**src/logic/dsw_pkg.sv**
```systemverilog
// Purpose: shared constants and carriers for the drive status word builder
// Assumes: one status word is latched per communication cycle
// Notes: bit positions follow the status word layout
package dsw_pkg;
   localparam int unsigned DSW_W = 16;
   localparam int unsigned RDY_HI = 15;
   localparam int unsigned RDY_LO = 14;
   localparam int unsigned SHUTDOWN_B = 13;
   localparam int unsigned C2_CHG_B = 12;
   localparam int unsigned C3_CHG_B = 11;
   localparam int unsigned MODE_HI = 10;
   localparam int unsigned MODE_LO = 8;
   localparam int unsigned RT2_B = 7;
   localparam int unsigned RT1_B = 6;
   localparam int unsigned PROC_CHG_B = 5;
   localparam int unsigned PARAM_B = 4;
   localparam int unsigned CMD_FOLLOW_B = 3;
   localparam int unsigned SVC_ERR_B = 2;
   localparam int unsigned SVC_BUSY_B = 1;
   localparam int unsigned HS_B = 0;
   localparam logic [15:0] DSW_RESET = 16'h0000;

   typedef enum logic [1:0] {DSW_NOT_READY, DSW_LOGIC_READY, DSW_POWERED, DSW_ENABLED}
      dsw_ready_t;

   // drive-side condition inputs sampled once per cycle
   typedef struct packed {
      dsw_ready_t ready;
      logic class1_shutdown;
      logic class2_changed;
      logic class3_changed;
      logic [2:0] op_mode;
      logic rt_status_two;
      logic rt_status_one;
      logic proc_ack_changing;
      logic param_level_one;
      logic param_level_two;
      logic cmd_following;
   } dsw_cond_t;

   // service channel step interface from the drive's step processor
   typedef struct packed {
      logic step_done;
      logic step_error;
   } dsw_svc_t;
endpackage

```
**src/logic/dsw_builder.sv**
```systemverilog
// Purpose: assemble the 16-bit drive status word for each drive telegram
// Assumes: cycle_strobe pulses once per communication cycle on mclk
// Notes: master handshake arrives from link logic on mclk, no synchroniser needed
`timescale 1ns/10ps
module dsw_builder
(
   input wire logic mclk,
   input wire logic reset,
   input wire logic cycle_strobe,
   input wire dsw_pkg::dsw_cond_t cond,
   input wire logic master_handshake_bit,
   input wire dsw_pkg::dsw_svc_t svc,
   output logic [15:0] status_word_r,
   output logic step_start_r
);

   ////////////////////////////////////////////////////////////////////////
   // service channel step tracking

   logic master_seen_r;
   logic busy_r;
   logic busy_nxt;
   logic drive_handshake_bit_r;
   logic hs_nxt;
   logic err_r;
   logic err_nxt;
   wire new_step = (master_handshake_bit != master_seen_r) && !busy_r;
   wire finish = busy_r && svc.step_done;

   // a toggle on the master side opens a step; done closes it and echoes the toggle
   assign busy_nxt = new_step ? 1'b1 : (finish ? 1'b0 : busy_r);
   assign hs_nxt = finish ? master_seen_r : drive_handshake_bit_r;
   // error latches with the finished step and is dropped by the next step
   assign err_nxt = finish ? svc.step_error : (new_step ? 1'b0 : err_r);

   // toggles during busy are held off until the step closes; the master must not issue them
   always_ff @(posedge mclk)
   begin
      if (reset)
      begin
         master_seen_r <= 1'b0;
         busy_r <= 1'b0;
         drive_handshake_bit_r <= 1'b0;
         err_r <= 1'b0;
         step_start_r <= 1'b0;
      end
      else
      begin
         if (new_step)
            master_seen_r <= master_handshake_bit;
         busy_r <= busy_nxt;
         drive_handshake_bit_r <= hs_nxt;
         err_r <= err_nxt;
         step_start_r <= new_step;
      end
   end

   ////////////////////////////////////////////////////////////////////////
   // word assembly

   logic [15:0] word_nxt;
   assign word_nxt[dsw_pkg::RDY_HI:dsw_pkg::RDY_LO] = cond.ready;
   assign word_nxt[dsw_pkg::SHUTDOWN_B] = cond.class1_shutdown;
   assign word_nxt[dsw_pkg::C2_CHG_B] = cond.class2_changed;
   assign word_nxt[dsw_pkg::C3_CHG_B] = cond.class3_changed;
   assign word_nxt[dsw_pkg::MODE_HI:dsw_pkg::MODE_LO] = cond.op_mode;
   assign word_nxt[dsw_pkg::RT2_B] = cond.rt_status_two;
   assign word_nxt[dsw_pkg::RT1_B] = cond.rt_status_one;
   assign word_nxt[dsw_pkg::PROC_CHG_B] = cond.proc_ack_changing;
   assign word_nxt[dsw_pkg::PARAM_B] = cond.param_level_one | cond.param_level_two;
   assign word_nxt[dsw_pkg::CMD_FOLLOW_B] = cond.cmd_following;
   assign word_nxt[dsw_pkg::SVC_ERR_B] = err_nxt;
   assign word_nxt[dsw_pkg::SVC_BUSY_B] = busy_nxt;
   assign word_nxt[dsw_pkg::HS_B] = hs_nxt;

   // latched only on the cycle strobe so the telegram sees one stable word per cycle
   always_ff @(posedge mclk)
   begin
      if (reset)
         status_word_r <= dsw_pkg::DSW_RESET;
      else if (cycle_strobe)
         status_word_r <= word_nxt;
   end
endmodule

```
**config.mk**
```make
export PLATFORM = sky130hd
export DESIGN_NAME = dsw_builder
export DESIGN_NICKNAME = d
export VERILOG_FILES = /design/src/logic/dsw_pkg.sv /design/src/logic/dsw_builder.sv
export SDC_FILE = /design/constraint.sdc
export NUM_CORES = 1
export LEC_CHECK = 0
export ABC_CLOCK_PERIOD_IN_PS = 1000
export BUFFER_PORTS_ARGS = -buffer_cell sky130_fd_sc_hd__buf_2
export CAP_MARGIN = 15
export CORE_MARGIN = 2
export CORE_UTILIZATION = 35
export CTS_CLUSTER_DIAMETER = 60
export DETAILED_ROUTE_END_ITERATION = 6
export GPL_ROUTABILITY_DRIVEN = 0
export PLACE_DENSITY = 0.66
export SLEW_MARGIN = 20
export SYNTH_ARGS = -nofsm -noshare
export SYNTH_HDL_FRONTEND = slang
export SYNTH_SLANG_ARGS = --single-unit
export TNS_END_PERCENT = 100
```
**constraint.sdc**
```tcl
create_clock -name mclk -period 1 [get_ports mclk]
set_input_delay 0.1 -clock mclk [delete_from_list [all_inputs] [get_ports mclk]]
set_output_delay 0.1 -clock mclk [all_outputs]
set_load 0.005 [all_outputs]
```
# Word level (Yosys, flattened, before mapping)
# Index checks and enable logic that the tools add are counted.
dict set report op_classes {
  eq_ne 1
  muxes 5
  bitwise 1
  reduce_logical 3
}
# op count
set op_table {}
lappend op_table {{$mux 1} 5}
lappend op_table {{$logic_and 1x1->1} 2}
lappend op_table {{$logic_not 1->1} 1}
lappend op_table {{$ne 1x1->1} 1}
lappend op_table {{$or 1x1->1} 1}
dict set report totals {
  register_bits 21
  in_bits 20
  out_inout_bits 17
  word_cells 16
}

# Longest topological paths before layout
dict set report logic_depth {
  ltp_word 4
  mapped_depth 3
  mapped_depth_nobuf 3
}

# Least setup slack after synthesis
# OpenSTA, ideal clock, no wires.
dict set report synth_timing {
  kind {register -> register}
  start {register master_seen_r}
  end {register status_word_r[2]}
  setup_time_ns 0.091
  arrival_time_ns 0.834
  required_time_ns 0.909
  slack_ns 0.075
  stages_incl_launch_ff 4
  n_path_buf 0
  period_less_slack_ns 0.925
  path_cell_list {dfxtp_1 -> xnor2_2 -> nand3b_1 -> a311oi_1}
}
dict set report synth_via {
  elab_chain_len 4
}
# item line_no
set synth_rtl {}
lappend synth_rtl {{from (decl)} dsw_builder.sv:20} ;# logic master_seen_r;
lappend synth_rtl {{from (signal assigned)} dsw_builder.sv:50} ;# master_seen_r <= master_handshake_bit;
lappend synth_rtl {{$ne 1x1->1} dsw_builder.sv:27} ;# wire new_step = (master_handshake_bit != master_seen_r) && !busy_r;
lappend synth_rtl {{$logic_and 1x1->1} dsw_builder.sv:27}
lappend synth_rtl {{$mux 1 (2 in a row)} dsw_builder.sv:34} ;# assign err_nxt = finish ? svc.step_error : (new_step ? 1'b0 : err_r);
lappend synth_rtl {{to (signal assigned)} dsw_builder.sv:80} ;# status_word_r <= dsw_pkg::DSW_RESET;
lappend synth_rtl {{to (signal assigned)} dsw_builder.sv:82} ;# status_word_r <= word_nxt;
lappend synth_rtl {{to (decl)} dsw_builder.sv:13} ;# output logic [15:0] status_word_r,
# Every way passes these cells.
# A chain may end at the register's enable or synchronous reset.

# Worst setup path after layout
dict set report layout_timing {
  start {register busy_r}
  end {register status_word_r[0]}
}
dict set report layout_via {
  elab_chain_len 2
}
# item line_no
set layout_rtl {}
lappend layout_rtl {{from (decl)} dsw_builder.sv:21} ;# logic busy_r;
lappend layout_rtl {{from (signal assigned)} dsw_builder.sv:51} ;# busy_r <= busy_nxt;
lappend layout_rtl {{$logic_and 1x1->1} dsw_builder.sv:28} ;# wire finish = busy_r && svc.step_done;
lappend layout_rtl {{$mux 1} dsw_builder.sv:32} ;# assign hs_nxt = finish ? master_seen_r : drive_handshake_bit_r;
# Every way passes these cells.

==> results.txt <==
status: finished, final reports clean
Crit. End Element: register
CTS tree: built
later-pin clock latency in the skew report: 0.30 ns
clock slew at reported path FFs: 0.11 ns
FF-to-FF path depth: 3
post-DR vias/cell: 4.54
Simple-Gate Fraction of Synth Area: 15.0%
synth top area cells: dfxtp_1 55%, mux2i_1 18%, nor2_1 8.9%, xnor2_2 2.1%, a211oi_1 2.0%
cell row count: 16
Worst-Margin Slew: 0.281 ns
Antenna Nets Post-Route: 0
All-Layer GR Usage: 13.8%
FFs w/ async S/R, synth: 0%
I/O pins: 37
Die Height: 50.6 um
Crit Path Class: reg -> reg
Seq cells post-synth: 21
CP Data Required Time: 1.19 ns
max-slew violation count: 0
Layout Nets: 132
DRC violations left: 0
proportion of synthesized area in mux cells: 19.9%
top cell type's share of synthesized area: 55.3%
Sum Neg Setup Slack: 0 ns
design area: 0.00103 mm2
Hold Buf Count CTS: 0
CP arrival: 1.14 ns
initial core utilization: 38.0%
CTS H-tree lvls: 1
HP Class: in -> reg
Vias: 627
vias in the first global route: 624
ys flop type: dfxtp_1
Max-slew headroom: 81.3%
die width: 50.6 um
Syn Nets: 92
Yosys warnings: 0
LEAKAGE: 0.517 nW
CTS root buf: clkbuf_4
Synth area leader: dfxtp_1
post-synthesis compound-gate area fraction: 4.93%
die footprint: 0.00256 mm2
synth cell count leaders: 21 x dfxtp_1, 18 x nor2_1, 14 x mux2i_1
Cell Area, Synth: 761 um2
grt total ovfl: 0
pwr dens: 1520 mW/mm2
CTS max path bufs: 2
number of max-cap violations: 0
Post-Layout Cell Count: 138
placed cell area: 985 um2
final core area utilization: 51.2%
Num CTS Buffers: 3
Post-synth EDFFs: 0
initial antenna violation count: 0
synth unique cells: 17
Clock Sinks: 21
Final Hold Fails: 0
Avg WL per Cell: 10.8 um
crit-path max FO: 6
clock period minus worst slack: 0.951 ns
largest net degree at the start of global routing: 21
Final Power: 0.00156 W
Hold Crit Depth: 3
XOR/XNOR Fraction of Synth Area: 2.14%
initial drt markers: 8
core area: 0.00200 mm2
largest family of logic cells by synthesized area: multiplexers
PortBufs: 36
Antenna Cells: 0
Routed WL: 1490 um
Mapped Avg Cell Area: 10.6 um2
share of cells above drive strength 1: 43.2%
Synth Area in Adders: 0%
Final Cycle Share: 95.1%
FMAX: 1.05 GHz
maximum VDD drop: 0.000604 V
Seq/Total Area, Yosys: 55.3%
Placed Cells: 133
endpoints failing setup: 0
global-route wire length before repair: 2660 um
most frequent cell after synthesis: dfxtp_1
clk_skew: 0.00116 ns
crit start category: register
RSZ-0062 raised after global routing: true
DR pass1 iterations: 4
Post-DP HPWL: 1080 um
post-synthesis cell count: 72
Area growth, synth to finish: 34.9%
==> flip-flops by register name (all words and copies together) (netlist names) <==
signal                 cells
err_r                      1
step_start_r               1
status_word_r             16
busy_r                     1
drive_handshake_bit_r      1
master_seen_r              1
==> area by class of cell <==
class / count / area (um2)
multi-input cells: 46 / 322
inverters: 1 / 3.75
clock buffers: 4 / 26.3
fillers: 200 / 976
well taps: 27 / 33.8
flip-flops and latches: 21 / 425
repair buffers: 39 / 215
==> power breakdown <==
| group | internal [W] | switching (W) |
|---|---|---|
| clock | 0.000155 | 0.000243 |
| combinational | 0.000133 | 0.000103 |
| sequential | 0.000894 | 0.0000317 |
| total | 0.00118 | 0.000378 |
==> metal layers <==
layer / wire length, um / global-route usage (%)
met5: 0 / 0
met3: 96 / 2.08
met2: 707 / 22.6
met4: 19 / 9.46
met1: 664 / 16.5
==> worst paths after layout <==
path | from | to | slack, ns
max | busy_r$_SDFF_PP0_ | status_word_r[0]$_SDFFE_PP0P_ | 0.05
min | cond[9] | status_word_r[11]$_SDFFE_PP0P_ | 0.03
max reg2reg | busy_r$_SDFF_PP0_ | status_word_r[0]$_SDFFE_PP0P_ | 0.05
min reg2reg | busy_r$_SDFF_PP0_ | step_start_r$_SDFF_PP0_ | 0.48
==> critical path, cell delays in order, from the launching register on <==
cell and delay [ns]:
dfxtp_4 0.38, nand2_1 0.11, mux2i_1 0.25, a211oi_1 0.10
==> logic make-up (layout without fill, tap and decap cells) <==
logic type	count (synthesis)	after routing
simple gates	25	25
buf+inv	5	44
mux	15	15
compound gates	5	5
flops	21	21
xor+xnor	1	1
==> what timing repair did <==
item,in CTS,in global routing
setup buffers,0,1
pin swaps,1,1
gates resized for setup,1,3
endpoints found under the setup margin,3,4
==> stage by stage <==
| step | worst slack [ns] | hold WS, ns |
|---|---|---|
| after floorplan | 0.0750 | 0.204 |
| after global placement | 0.0376 | 0.333 |
| after detailed placement | -0.0197 | 0.345 |
| after CTS | 0.00267 | 0.0179 |
| after global routing | -0.00869 | 0.0355 |
| final | 0.0485 | 0.0280 |
==> layout by cell type, fill, tap and decap left out, drive strengths merged <==
| cell type | netlist | layout |
|---|---|---|
| nor2 | 18 | 18 |
| clkbuf | 2 | 4 |
| a311oi | 1 | 1 |
| nor3b | 1 | 1 |
| a211oi | 2 | 2 |
| nor2b | 1 | 1 |
| nand3b | 2 | 2 |
| nor3 | 1 | 1 |
| dfxtp | 21 | 21 |
| inv | 1 | 1 |
| nand2 | 2 | 2 |
| o32ai | 1 | 1 |
| a21oi | 1 | 1 |
| mux2 | 1 | 1 |
| buf | 2 | 39 |
| mux2i | 14 | 14 |
| xnor2 | 1 | 1 |
(Power assumes the default switching activity.)
